## config.mk

```make
export PLATFORM = sky130hd
export DESIGN_NAME = dgd_regs
export DESIGN_NICKNAME = d
export VERILOG_FILES = /design/src/dgd_pkg.sv /design/src/dgd_regs.sv
export VERILOG_INCLUDE_DIRS = /design/src /design/src/src
export SDC_FILE = /design/constraint.sdc
export NUM_CORES = 1
export LEC_CHECK = 0
export ABC_AREA = 1
export ABC_CLOCK_PERIOD_IN_PS = 13200
export BUFFER_PORTS_ARGS = -buffer_cell sky130_fd_sc_hd__buf_2
export CAP_MARGIN = 20
export CORE_MARGIN = 2
export CORE_UTILIZATION = 35
export CTS_BUF_LIST = sky130_fd_sc_hd__clkbuf_8
export CTS_CLUSTER_DIAMETER = 100
export DETAILED_ROUTE_END_ITERATION = 16
export SYNTH_ARGS = -nofsm -noshare
export SYNTH_HDL_FRONTEND = slang
export SYNTH_SLANG_ARGS = --single-unit
```

## constraint.sdc

```tcl
create_clock -name clk_i -period 13.2 [get_ports clk_i]
set_clock_uncertainty 0.05 [all_clocks]
set_input_delay 3.3 -clock clk_i [delete_from_list [all_inputs] [get_ports clk_i]]
set_output_delay 3.3 -clock clk_i [all_outputs]
set_load 0.02 [all_outputs]
```

## src/dgd_defines.svh

```systemverilog
// register indices, field positions, reset values and arithmetic constants
`ifndef DGD_DEFINES_SVH
`define DGD_DEFINES_SVH

// register indices; the byte address is four times the index
`define DGD_IDX_TX_GAIN      8'h37
`define DGD_IDX_RX_GAIN      8'h38
`define DGD_IDX_DBL_CTRL     8'h39
`define DGD_IDX_TX_TUNE      8'h3a
`define DGD_IDX_RX_TUNE      8'h3b
`define DGD_IDX_TAP_DELAY    8'h3c
`define DGD_IDX_SIGN_INV     8'h3d
`define DGD_IDX_PULSE_WIDTH  8'h3e

// apb byte address width
`define DGD_ADDR_W           10

// doubler control/status fields
`define DGD_RX_RST_BIT       7
`define DGD_TX_RST_BIT       6
`define DGD_RX_LOCK_BIT      3
`define DGD_TX_LOCK_BIT      2
`define DGD_RX_SEL_BIT       1
`define DGD_TX_SEL_BIT       0

// tuning register fields
`define DGD_UNLOCK_HI        7
`define DGD_UNLOCK_LO        6
`define DGD_LOCK_HI          5
`define DGD_LOCK_LO          4
`define DGD_DLYOFS_HI        3
`define DGD_DLYOFS_LO        2
`define DGD_HYST_HI          1
`define DGD_HYST_LO          0

// sign inversion fields
`define DGD_RX_Q_NEGATE_BIT      3
`define DGD_RX_I_NEGATE_BIT      2
`define DGD_TX_Q_NEGATE_BIT      1
`define DGD_TX_I_NEGATE_BIT      0

// pulse width fields
`define DGD_TX_PW_HI         5
`define DGD_TX_PW_LO         3
`define DGD_RX_PW_HI         2
`define DGD_RX_PW_LO         0

// reset values
`define DGD_RST_TX_GAIN      5'h10
`define DGD_RST_RX_GAIN      5'h04
`define DGD_RST_DBL_CTRL     8'h00
`define DGD_RST_TUNE         8'h55
`define DGD_RST_TAP_DELAY    8'h02
`define DGD_RST_SIGN_INV     4'h0
`define DGD_RST_PULSE_WIDTH  6'h00

// gain code fraction bits
`define DGD_TX_FRAC          4
`define DGD_RX_FRAC          2

`endif

```

## src/dgd_pkg.sv

```systemverilog
// types shared by the gain and doubler register bank
package dgd_pkg;

    typedef enum logic [3:0] {
        DGD_REG_TX_GAIN,
        DGD_REG_RX_GAIN,
        DGD_REG_DBL_CTRL,
        DGD_REG_TX_TUNE,
        DGD_REG_RX_TUNE,
        DGD_REG_TAP_DELAY,
        DGD_REG_SIGN_INV,
        DGD_REG_PULSE_WIDTH,
        DGD_REG_NONE
    } dgd_reg_t;

    typedef enum logic [1:0] {
        DGD_CH_TX_I,
        DGD_CH_TX_Q,
        DGD_CH_RX_I,
        DGD_CH_RX_Q
    } dgd_chan_t;

endpackage : dgd_pkg

```

## src/dgd_regs.sv

```systemverilog
// gain, sign inversion and clock doubler control register bank with apb slave
//
// How it works
// - tx gain code/16 scales both tx channels
// - rx gain code/4 scales both rx channels
// - rx doubler reset bit resets rx doubler
// - tx doubler reset bit resets tx doubler
// - rx doubler lock readable as status bit
// - tx doubler lock readable as status bit
// - type select: 0 pulse width, 1 duty
// - per doubler 2-bit unlock count field
// - per doubler 2-bit lock count field
// - per doubler 2-bit delay line offset
// - per doubler 2-bit delay line hysteresis
// - shared 8-bit start tap delay field
// - rx q negate bit negates q samples
// - rx i negate bit negates i samples
// - tx q negate bit negates q samples
// - tx i negate bit negates i samples
// - tx doubler pulse width in bits 5:3
// - rx doubler pulse width in bits 2:0
`timescale 1ns/1ps
`include "dgd_defines.svh"

module dgd_regs
    import dgd_pkg::*;
#(
    parameter int DW = 12
) (
    // clock and reset
    input  wire logic                  clk_i,
    input  wire logic                  reset_i,
    // apb slave
    input  wire logic                  psel_i,
    input  wire logic                  penable_i,
    input  wire logic                  pwrite_i,
    input  wire logic [`DGD_ADDR_W-1:0] paddr_i,
    input  wire logic [31:0]           pwdata_i,
    input  wire logic [3:0]            pstrb_i,
    output logic      [31:0]           prdata_o,
    output logic                       pready_o,
    output logic                       pslverr_o,
    // transmit samples in, after second interpolation stage
    input  wire logic                  tx_valid_i,
    input  wire logic signed [DW-1:0]  tx_i_i,
    input  wire logic signed [DW-1:0]  tx_q_i,
    // transmit samples out, toward the converters
    output logic                       tx_valid_o,
    output logic signed [DW-1:0]       tx_i_o,
    output logic signed [DW-1:0]       tx_q_o,
    // receive samples in, after the decimation filter
    input  wire logic                  rx_valid_i,
    input  wire logic signed [DW-1:0]  rx_i_i,
    input  wire logic signed [DW-1:0]  rx_q_i,
    // receive samples out
    output logic                       rx_valid_o,
    output logic signed [DW-1:0]       rx_i_o,
    output logic signed [DW-1:0]       rx_q_o,
    // lock indications from the doublers (asynchronous)
    input  wire logic                  rx_doubler_locked_i,
    input  wire logic                  tx_doubler_locked_i,
    // receive doubler controls
    output logic                       rx_doubler_reset_o,
    output logic                       rx_doubler_type_select_o,
    output logic [1:0]                 rx_unlock_count_o,
    output logic [1:0]                 rx_lock_count_o,
    output logic [1:0]                 rx_delay_line_offset_o,
    output logic [1:0]                 rx_delay_line_hysteresis_o,
    output logic [2:0]                 rx_doubler_pulse_width_o,
    // transmit doubler controls
    output logic                       tx_doubler_reset_o,
    output logic                       tx_doubler_type_select_o,
    output logic [1:0]                 tx_unlock_count_o,
    output logic [1:0]                 tx_lock_count_o,
    output logic [1:0]                 tx_delay_line_offset_o,
    output logic [1:0]                 tx_delay_line_hysteresis_o,
    output logic [2:0]                 tx_doubler_pulse_width_o,
    // shared doubler control
    output logic [7:0]                 doubler_start_tap_delay_o
);

    // ------------------------------------------------------------
    // parameter check
    // ------------------------------------------------------------
    generate
        if (DW < 4 || DW > 24) begin : g_bad_dw
            $error("dgd_regs: DW must lie in 4..24");
        end
    endgenerate

    // ------------------------------------------------------------
    // functions
    // ------------------------------------------------------------
    // maps a byte address to a register; misaligned or unknown gives none
    function automatic dgd_reg_t dgd_decode(input logic [`DGD_ADDR_W-1:0] a);
        logic [7:0] idx;
        idx = a[`DGD_ADDR_W-1:2];
        if (a[1:0] != 2'h0) begin
            return DGD_REG_NONE;
        end
        case (idx)
            `DGD_IDX_TX_GAIN:     return DGD_REG_TX_GAIN;
            `DGD_IDX_RX_GAIN:     return DGD_REG_RX_GAIN;
            `DGD_IDX_DBL_CTRL:    return DGD_REG_DBL_CTRL;
            `DGD_IDX_TX_TUNE:     return DGD_REG_TX_TUNE;
            `DGD_IDX_RX_TUNE:     return DGD_REG_RX_TUNE;
            `DGD_IDX_TAP_DELAY:   return DGD_REG_TAP_DELAY;
            `DGD_IDX_SIGN_INV:    return DGD_REG_SIGN_INV;
            `DGD_IDX_PULSE_WIDTH: return DGD_REG_PULSE_WIDTH;
            default:              return DGD_REG_NONE;
        endcase
    endfunction : dgd_decode

    // negate, multiply by the gain code, drop fraction bits, saturate
    function automatic logic signed [DW-1:0] dgd_scale(
        input logic signed [DW-1:0] s,
        input logic                 neg,
        input logic [4:0]           g,
        input logic                 rx
    );
        logic signed [DW:0]   n;
        logic signed [DW+6:0] p;
        logic signed [DW+6:0] q;
        logic signed [DW+6:0] smax;
        logic signed [DW+6:0] smin;
        smax = $signed({8'h00, {(DW-1){1'b1}}});
        smin = $signed({8'hff, {(DW-1){1'b0}}});
        n = neg ? -$signed({s[DW-1], s}) : $signed({s[DW-1], s});
        p = n * $signed({1'b0, g});
        q = rx ? (p >>> `DGD_RX_FRAC) : (p >>> `DGD_TX_FRAC);
        if (q > smax) begin
            return smax[DW-1:0];
        end else if (q < smin) begin
            return smin[DW-1:0];
        end
        return q[DW-1:0];
    endfunction : dgd_scale

    // ------------------------------------------------------------
    // register storage
    // ------------------------------------------------------------
    localparam logic [7:0] DBL_CTRL_RST = `DGD_RST_DBL_CTRL;

    logic [4:0] tx_stage1_gain_code_r;
    logic [4:0] rx_decim_gain_code_r;
    logic       rx_doubler_reset_r;
    logic       tx_doubler_reset_r;
    logic       rx_doubler_type_select_r;
    logic       tx_doubler_type_select_r;
    logic [7:0] tx_tune_r;
    logic [7:0] rx_tune_r;
    logic [7:0] doubler_start_tap_delay_r;
    logic [3:0] sign_inv_r;
    logic [5:0] pulse_width_r;

    // lock synchronisers
    logic [1:0] lock_meta_r;
    logic [1:0] lock_sync_r;

    // bus decode
    dgd_reg_t   sel_reg;
    logic       wr_en;
    logic       rd_en;
    logic [7:0] wbyte;
    logic [7:0] rd_val;

    // ------------------------------------------------------------
    // apb slave
    // ------------------------------------------------------------
    assign sel_reg  = dgd_decode(paddr_i);
    assign wr_en    = psel_i && penable_i && pwrite_i && (sel_reg != DGD_REG_NONE);
    // read data is captured in the setup cycle so it stands through the access phase
    assign rd_en    = psel_i && !penable_i && !pwrite_i;
    assign wbyte    = pstrb_i[0] ? pwdata_i[7:0] : 8'h00;
    assign pready_o = 1'b1;

    always_comb begin
        rd_val = 8'h00;
        case (sel_reg)
            DGD_REG_TX_GAIN:     rd_val = {3'h0, tx_stage1_gain_code_r};
            DGD_REG_RX_GAIN:     rd_val = {3'h0, rx_decim_gain_code_r};
            DGD_REG_DBL_CTRL: begin
                rd_val[`DGD_RX_RST_BIT]  = rx_doubler_reset_r;
                rd_val[`DGD_TX_RST_BIT]  = tx_doubler_reset_r;
                rd_val[`DGD_RX_LOCK_BIT] = lock_sync_r[1];
                rd_val[`DGD_TX_LOCK_BIT] = lock_sync_r[0];
                rd_val[`DGD_RX_SEL_BIT]  = rx_doubler_type_select_r;
                rd_val[`DGD_TX_SEL_BIT]  = tx_doubler_type_select_r;
            end
            DGD_REG_TX_TUNE:     rd_val = tx_tune_r;
            DGD_REG_RX_TUNE:     rd_val = rx_tune_r;
            DGD_REG_TAP_DELAY:   rd_val = doubler_start_tap_delay_r;
            DGD_REG_SIGN_INV:    rd_val = {4'h0, sign_inv_r};
            DGD_REG_PULSE_WIDTH: rd_val = {2'h0, pulse_width_r};
            default:             rd_val = 8'h00;
        endcase
    end

    always_ff @(posedge clk_i or posedge reset_i) begin
        if (reset_i) begin
            prdata_o <= 32'h0000_0000;
        end else if (rd_en) begin
            prdata_o <= {24'h00_0000, rd_val};
        end
    end

    always_ff @(posedge clk_i or posedge reset_i) begin
        if (reset_i) begin
            pslverr_o <= 1'b0;
        end else begin
            pslverr_o <= psel_i && !penable_i && (dgd_decode(paddr_i) == DGD_REG_NONE);
        end
    end

    // ------------------------------------------------------------
    // gain registers
    // ------------------------------------------------------------
    always_ff @(posedge clk_i or posedge reset_i) begin
        if (reset_i) begin
            tx_stage1_gain_code_r <= `DGD_RST_TX_GAIN;
        end else if (wr_en && sel_reg == DGD_REG_TX_GAIN && pstrb_i[0]) begin
            tx_stage1_gain_code_r <= wbyte[4:0];
        end
    end

    always_ff @(posedge clk_i or posedge reset_i) begin
        if (reset_i) begin
            rx_decim_gain_code_r <= `DGD_RST_RX_GAIN;
        end else if (wr_en && sel_reg == DGD_REG_RX_GAIN && pstrb_i[0]) begin
            rx_decim_gain_code_r <= wbyte[4:0];
        end
    end

    // ------------------------------------------------------------
    // doubler control; lock bits are never written
    // ------------------------------------------------------------
    always_ff @(posedge clk_i or posedge reset_i) begin
        if (reset_i) begin
            rx_doubler_reset_r       <= DBL_CTRL_RST[`DGD_RX_RST_BIT];
            tx_doubler_reset_r       <= DBL_CTRL_RST[`DGD_TX_RST_BIT];
            rx_doubler_type_select_r <= DBL_CTRL_RST[`DGD_RX_SEL_BIT];
            tx_doubler_type_select_r <= DBL_CTRL_RST[`DGD_TX_SEL_BIT];
        end else if (wr_en && sel_reg == DGD_REG_DBL_CTRL && pstrb_i[0]) begin
            rx_doubler_reset_r       <= wbyte[`DGD_RX_RST_BIT];
            tx_doubler_reset_r       <= wbyte[`DGD_TX_RST_BIT];
            rx_doubler_type_select_r <= wbyte[`DGD_RX_SEL_BIT];
            tx_doubler_type_select_r <= wbyte[`DGD_TX_SEL_BIT];
        end
    end

    // lock inputs come from the doubler clocks, two flops before use
    always_ff @(posedge clk_i or posedge reset_i) begin
        if (reset_i) begin
            lock_meta_r <= 2'h0;
            lock_sync_r <= 2'h0;
        end else begin
            lock_meta_r <= {rx_doubler_locked_i, tx_doubler_locked_i};
            lock_sync_r <= lock_meta_r;
        end
    end

    // ------------------------------------------------------------
    // doubler tuning and sign inversion
    // ------------------------------------------------------------
    always_ff @(posedge clk_i or posedge reset_i) begin
        if (reset_i) begin
            tx_tune_r <= `DGD_RST_TUNE;
        end else if (wr_en && sel_reg == DGD_REG_TX_TUNE && pstrb_i[0]) begin
            tx_tune_r <= wbyte;
        end
    end

    always_ff @(posedge clk_i or posedge reset_i) begin
        if (reset_i) begin
            rx_tune_r <= `DGD_RST_TUNE;
        end else if (wr_en && sel_reg == DGD_REG_RX_TUNE && pstrb_i[0]) begin
            rx_tune_r <= wbyte;
        end
    end

    always_ff @(posedge clk_i or posedge reset_i) begin
        if (reset_i) begin
            doubler_start_tap_delay_r <= `DGD_RST_TAP_DELAY;
        end else if (wr_en && sel_reg == DGD_REG_TAP_DELAY && pstrb_i[0]) begin
            doubler_start_tap_delay_r <= wbyte;
        end
    end

    always_ff @(posedge clk_i or posedge reset_i) begin
        if (reset_i) begin
            pulse_width_r <= `DGD_RST_PULSE_WIDTH;
        end else if (wr_en && sel_reg == DGD_REG_PULSE_WIDTH && pstrb_i[0]) begin
            pulse_width_r <= wbyte[5:0];
        end
    end

    always_ff @(posedge clk_i or posedge reset_i) begin
        if (reset_i) begin
            sign_inv_r <= `DGD_RST_SIGN_INV;
        end else if (wr_en && sel_reg == DGD_REG_SIGN_INV && pstrb_i[0]) begin
            sign_inv_r <= wbyte[3:0];
        end
    end

    // ------------------------------------------------------------
    // doubler outputs
    // ------------------------------------------------------------
    assign rx_doubler_reset_o         = rx_doubler_reset_r;
    assign tx_doubler_reset_o         = tx_doubler_reset_r;
    assign rx_doubler_type_select_o   = rx_doubler_type_select_r;
    assign tx_doubler_type_select_o   = tx_doubler_type_select_r;
    assign rx_unlock_count_o          = rx_tune_r[`DGD_UNLOCK_HI:`DGD_UNLOCK_LO];
    assign rx_lock_count_o            = rx_tune_r[`DGD_LOCK_HI:`DGD_LOCK_LO];
    assign rx_delay_line_offset_o     = rx_tune_r[`DGD_DLYOFS_HI:`DGD_DLYOFS_LO];
    assign rx_delay_line_hysteresis_o = rx_tune_r[`DGD_HYST_HI:`DGD_HYST_LO];
    assign tx_unlock_count_o          = tx_tune_r[`DGD_UNLOCK_HI:`DGD_UNLOCK_LO];
    assign tx_lock_count_o            = tx_tune_r[`DGD_LOCK_HI:`DGD_LOCK_LO];
    assign tx_delay_line_offset_o     = tx_tune_r[`DGD_DLYOFS_HI:`DGD_DLYOFS_LO];
    assign tx_delay_line_hysteresis_o = tx_tune_r[`DGD_HYST_HI:`DGD_HYST_LO];
    assign tx_doubler_pulse_width_o   = pulse_width_r[`DGD_TX_PW_HI:`DGD_TX_PW_LO];
    assign rx_doubler_pulse_width_o   = pulse_width_r[`DGD_RX_PW_HI:`DGD_RX_PW_LO];
    assign doubler_start_tap_delay_o  = doubler_start_tap_delay_r;

    // ------------------------------------------------------------
    // sample paths: one registered stage per channel
    // ------------------------------------------------------------
    logic signed [DW-1:0] smp_in  [4];
    logic signed [DW-1:0] smp_out [4];
    logic                 smp_neg [4];
    logic [4:0]           smp_gain[4];
    logic                 smp_rx  [4];

    assign smp_in[DGD_CH_TX_I]   = tx_i_i;
    assign smp_in[DGD_CH_TX_Q]   = tx_q_i;
    assign smp_in[DGD_CH_RX_I]   = rx_i_i;
    assign smp_in[DGD_CH_RX_Q]   = rx_q_i;
    assign smp_neg[DGD_CH_TX_I]  = sign_inv_r[`DGD_TX_I_NEGATE_BIT];
    assign smp_neg[DGD_CH_TX_Q]  = sign_inv_r[`DGD_TX_Q_NEGATE_BIT];
    assign smp_neg[DGD_CH_RX_I]  = sign_inv_r[`DGD_RX_I_NEGATE_BIT];
    assign smp_neg[DGD_CH_RX_Q]  = sign_inv_r[`DGD_RX_Q_NEGATE_BIT];
    assign smp_gain[DGD_CH_TX_I] = tx_stage1_gain_code_r;
    assign smp_gain[DGD_CH_TX_Q] = tx_stage1_gain_code_r;
    assign smp_gain[DGD_CH_RX_I] = rx_decim_gain_code_r;
    assign smp_gain[DGD_CH_RX_Q] = rx_decim_gain_code_r;
    assign smp_rx[DGD_CH_TX_I]   = 1'b0;
    assign smp_rx[DGD_CH_TX_Q]   = 1'b0;
    assign smp_rx[DGD_CH_RX_I]   = 1'b1;
    assign smp_rx[DGD_CH_RX_Q]   = 1'b1;

    generate
        for (genvar c = 0; c < 4; c++) begin : g_chan
            logic take;
            assign take = (c < 2) ? tx_valid_i : rx_valid_i;
            always_ff @(posedge clk_i or posedge reset_i) begin
                if (reset_i) begin
                    smp_out[c] <= '0;
                end else if (take) begin
                    smp_out[c] <= dgd_scale(smp_in[c], smp_neg[c], smp_gain[c], smp_rx[c]);
                end
            end
        end
    endgenerate

    always_ff @(posedge clk_i or posedge reset_i) begin
        if (reset_i) begin
            tx_valid_o <= 1'b0;
            rx_valid_o <= 1'b0;
        end else begin
            tx_valid_o <= tx_valid_i;
            rx_valid_o <= rx_valid_i;
        end
    end

    assign tx_i_o = smp_out[DGD_CH_TX_I];
    assign tx_q_o = smp_out[DGD_CH_TX_Q];
    assign rx_i_o = smp_out[DGD_CH_RX_I];
    assign rx_q_o = smp_out[DGD_CH_RX_Q];

endmodule : dgd_regs

```

==> out/qor.tcl <==
set qor(fmax_mhz) 115
set qor(place_inst) 2985
set qor(cts_root_buffer) {sky130_fd_sc_hd__clkbuf_8}
set qor(minimum_clock_period_ns) 8.67
set qor(critPathKind) {input port to register}
set qor(power_per_cell_area_nw_per_um2) 39.6
set qor(slowest_stage) {sky130_fd_sc_hd__fa_1}
set qor(yosys_warnings) 0
set qor(path_clk_slew_ns) 0.12
set qor(timing.hold.worst.start) {lock_meta_r[0]$_DFF_PP0_}
set qor(dpl.hpwl_um) 35100
set qor(remaining_drc_errors) 0
set qor(synthToLayoutAreaGrowth_pct) 9.37
set qor(post_synth_num_cell_types) 53
set qor(required_time_reported_for_the_critical_path_endpoint_ns) 13.45
set qor(dr.first_iter.drc_count) 804
set qor(total_power_uw) 690
set qor(critPathLaunch) {tx_q_i[0]}
set qor(global_route.usage.total) 0.183
set qor(slew_viol_final) 0
set qor(clkSinkCount) 111
set qor(run_status) {finished clean}
set qor(post_route_cells_drive_above_1_share) 0.0975
set qor(tritoncts) {done}
set qor(fp-row-count) 78
set qor(synth_seq_cells) 111
set qor(synth_largest_area_cell) {sky130_fd_sc_hd__fa_1}
set qor(maximum_number_of_pins_on_one_net_before_global_route_repair) 66
set qor(detail_route.vias_per_cell) 4.72
set qor(route.antenna.remaining_nets) 0
set qor(first_pass_grt_wire_length_um) 69800
set qor(p_leak_nw) 9.77
set qor(grt_pass1_vias) 14080
set qor(utilization) 0.386
set qor(postSynthCellCount) 2265
set qor(cap_violations) 0
set qor(placement.io_buffers) 168
set qor(final.setup.worst_slack_ns) 4.53
set qor(pre_cts_ws_ns) 4.08
set qor(multiplexer_share_of_the_synthesized_area) 0.000629
set qor(cpPeakStageDelay_ns) 0.54
set qor(effective_utilization_at_floorplan) 0.353
set qor(setup_tns_ns) 0
set qor(met3_resource_use_gr) 0.0349
set qor(fin_nets) 2793
set qor(gp_routability_congestion) 0.873
set qor(die_x_um) 217
set qor(antenna_found_initial) 4
set qor(overflow) 0
set qor(arithmetic_cell_share_of_the_synthesized_area_counting_full_adders_half_adders_and_majority_gates) 0.304
set qor(r2r_setup_slack_ns) 7.34
set qor(numCtsBuffers) 9
set qor(postRouteWirelength_um) 42500
set qor(post_drt_wl_per_cell_um) 14.2
set qor(core_box_area_sq_um) 45100
set qor(use_met2) 0.313
set qor(floorplan.die_area_sq_um) 47200
set qor(clk-insertion-delay-late_ns) 0.43
set qor(synth_enable_flop_cells) 0
set qor(finalNonFillerCells) 3003
set qor(htreeDepth) 3
set qor(async_flop_share) 1.00
set qor(crit-reg2reg-launch) {sign_inv_r[2]$_DFFE_PP0P_}
set qor(critical_path.max_fanout) 11
set qor(critPathBufInv) 8
set qor(setup_repair_after_global_routing_missed_its_margin) {false}
set qor(synth-simple-area-share) 0.249
set qor(yosys.area_share.xor_xnor) 0.0505
set qor(synth.top_cell.area_share) 0.194
set qor(holdBufCountCts) 0
set qor(synth_top_family_by_area) {adder cells}
set qor(yosys_most_used_dff) {sky130_fd_sc_hd__dfrtp_1}
set qor(worst_slew_pin_slew_ns) 0.939
set qor(chipHeight_um) 217
set qor(drt_first_pass_iters) 6
set qor(path_common_cell) {sky130_fd_sc_hd__nand2_1}
set qor(grt-busiest-layer) {met2}
set qor(cts.repair.resized) 0
set qor(holdCritPathClass) {register to register}
set qor(vdd_ir_drop_max_mv) 0.0395
set qor(timing.max_slew.rel_slack) 0.370
set qor(synth_area_sq_um) 15900
set qor(clock_tree.buffer_depth) 2
set qor(synth_compound_area_frac) 0.0756
set qor(use_met1) 0.241
set qor(timing_hold_violations_final) 0
set qor(syn-mean-instance-area_sq_um) 7.03
set qor(cts_setup_buffers) 0
set qor(seq_area_frac_synth) 0.175
set qor(routed-via-count) 14181
set qor(final-setup-viol-count) 0
set qor(critPathTopFamily) {simple AND/OR/NAND/NOR gates}
set qor(crit_path_launch_type) {input port}
set qor(io_pins) 221
set qor(crit_arrival_ns) 8.91
set qor(synth.top_cells.by_area) {sky130_fd_sc_hd__fa_1 (19%), sky130_fd_sc_hd__dfrtp_1 (16%), sky130_fd_sc_hd__inv_1 (12%)}
set qor(crit_path_end_kind) {register}
set qor(finalCritPeriodShare) 0.656
[cell usage after synthesis (32+ instances only)]
| master | n |
|---|---|
| sky130_fd_sc_hd__inv_1 | 494 |
| sky130_fd_sc_hd__nand2_1 | 425 |
| sky130_fd_sc_hd__nor2_1 | 394 |
| sky130_fd_sc_hd__fa_1 | 154 |
| sky130_fd_sc_hd__ha_1 | 140 |
| sky130_fd_sc_hd__a21oi_1 | 105 |
| sky130_fd_sc_hd__dfrtp_1 | 100 |
| sky130_fd_sc_hd__nand3_1 | 78 |
| sky130_fd_sc_hd__o21ai_0 | 61 |
| sky130_fd_sc_hd__xnor2_1 | 50 |
| sky130_fd_sc_hd__xor2_1 | 40 |
| sky130_fd_sc_hd__clkbuf_1 | 34 |
| sky130_fd_sc_hd__buf_4 | 32 |
[worst register-to-register path: cells and delay by family (launching register included)]
family          cells  cell delay (ns)
simple gates       12             1.63
flops               1             0.59
compound gates      2             0.49
fa+ha+maj           4             1.92
buf+inv             6             0.93
xor+xnor            1             0.17
[cell type report]
class	instances	area, sq um
repair buffers	170	856
clock inverters	7	76.3
fillers	4845	27700
well taps	600	751
inverters	505	1900
multi-input cells	1599	10900
diodes	2	5.00
clock buffers	9	124
flip-flops and latches	111	2790
[power by group]
| part | total [mW] | switching [mW] | internal, mW |
|---|---|---|---|
| Clock | 0.228 | 0.153 | 0.0751 |
| Combinational | 0.107 | 0.0781 | 0.0288 |
| Sequential | 0.356 | 0.00531 | 0.350 |
[through the flow]
step	hold slack (ns)	cell area (sq um)
finish	0.316	17400
CTS	0.321	17400
floorplan	0.281	16000
detailed placement	0.291	17200
global placement	0.291	17200
global route	0.334	17400
[worst paths after layout]
path | depth (start not counted) | endpoint
setup / recovery | 33 | tx_q_o[10]$_DFFE_PP0P_
hold / removal | 0 | lock_sync_r[0]$_DFF_PP0_
setup reg to reg | 25 | rx_i_o[10]$_DFFE_PP0P_
hold reg to reg | 0 | lock_sync_r[0]$_DFF_PP0_
max in group asynchronous | 3 | sign_inv_r[3]$_DFFE_PP0P_
min in group asynchronous | 2 | rx_i_o[10]$_DFFE_PP0P_
[cells in the final DEF, fill, tap and decap left out, types with 19 or more instances in the layout]
cell	count
sky130_fd_sc_hd__nor3_1	19
sky130_fd_sc_hd__conb_1	25
sky130_fd_sc_hd__dfrtp_1	100
sky130_fd_sc_hd__ha_1	140
sky130_fd_sc_hd__a21oi_1	105
sky130_fd_sc_hd__buf_2	168
sky130_fd_sc_hd__nand2_1	425
sky130_fd_sc_hd__nand4_1	20
sky130_fd_sc_hd__o21ai_0	61
sky130_fd_sc_hd__xor2_1	40
sky130_fd_sc_hd__inv_1	493
sky130_fd_sc_hd__xnor2_1	50
sky130_fd_sc_hd__nand3_1	78
sky130_fd_sc_hd__fa_1	154
sky130_fd_sc_hd__nor2_1	394
[cell families (layout without fill, tap and decap cells)]
group	count (synthesis)	count (layout)
XOR/XNOR	91	91
multiplexers	1	1
buffers and inverters	578	691
adder cells (fa/ha/maj)	294	294
flip-flops	111	111
other	2	27
AND/OR/NAND/NOR	968	968
AO/OA/AOI/OAI	220	220
[state kept, by name, summed over array words and instances (netlist names)]
register	count
prdata_o	8
sign_inv_r	4
tx_i_o	12
rx_doubler_reset_o	1
pulse_width_r	6
rx_q_o	12
rx_valid_o	1
rx_doubler_type_select_o	1
rx_tune_r	8
tx_doubler_type_select_o	1
rx_i_o	12
rx_decim_gain_code_r	5
tx_q_o	12
tx_doubler_reset_o	1
tx_stage1_gain_code_r	5
doubler_start_tap_delay_o	8
tx_tune_r	8
pslverr_o	1
lock_meta_r	2
tx_valid_o	1
lock_sync_r	2
[per-layer routing]
layer | share of wire | vias to the layer above
met5 | 0.00031 | -
met4 | 0.012 | 2
met3 | 0.056 | 31
met2 | 0.47 | 307
met1 | 0.46 | 6795
li1 | - | 7046
(Power assumes the default switching activity.)
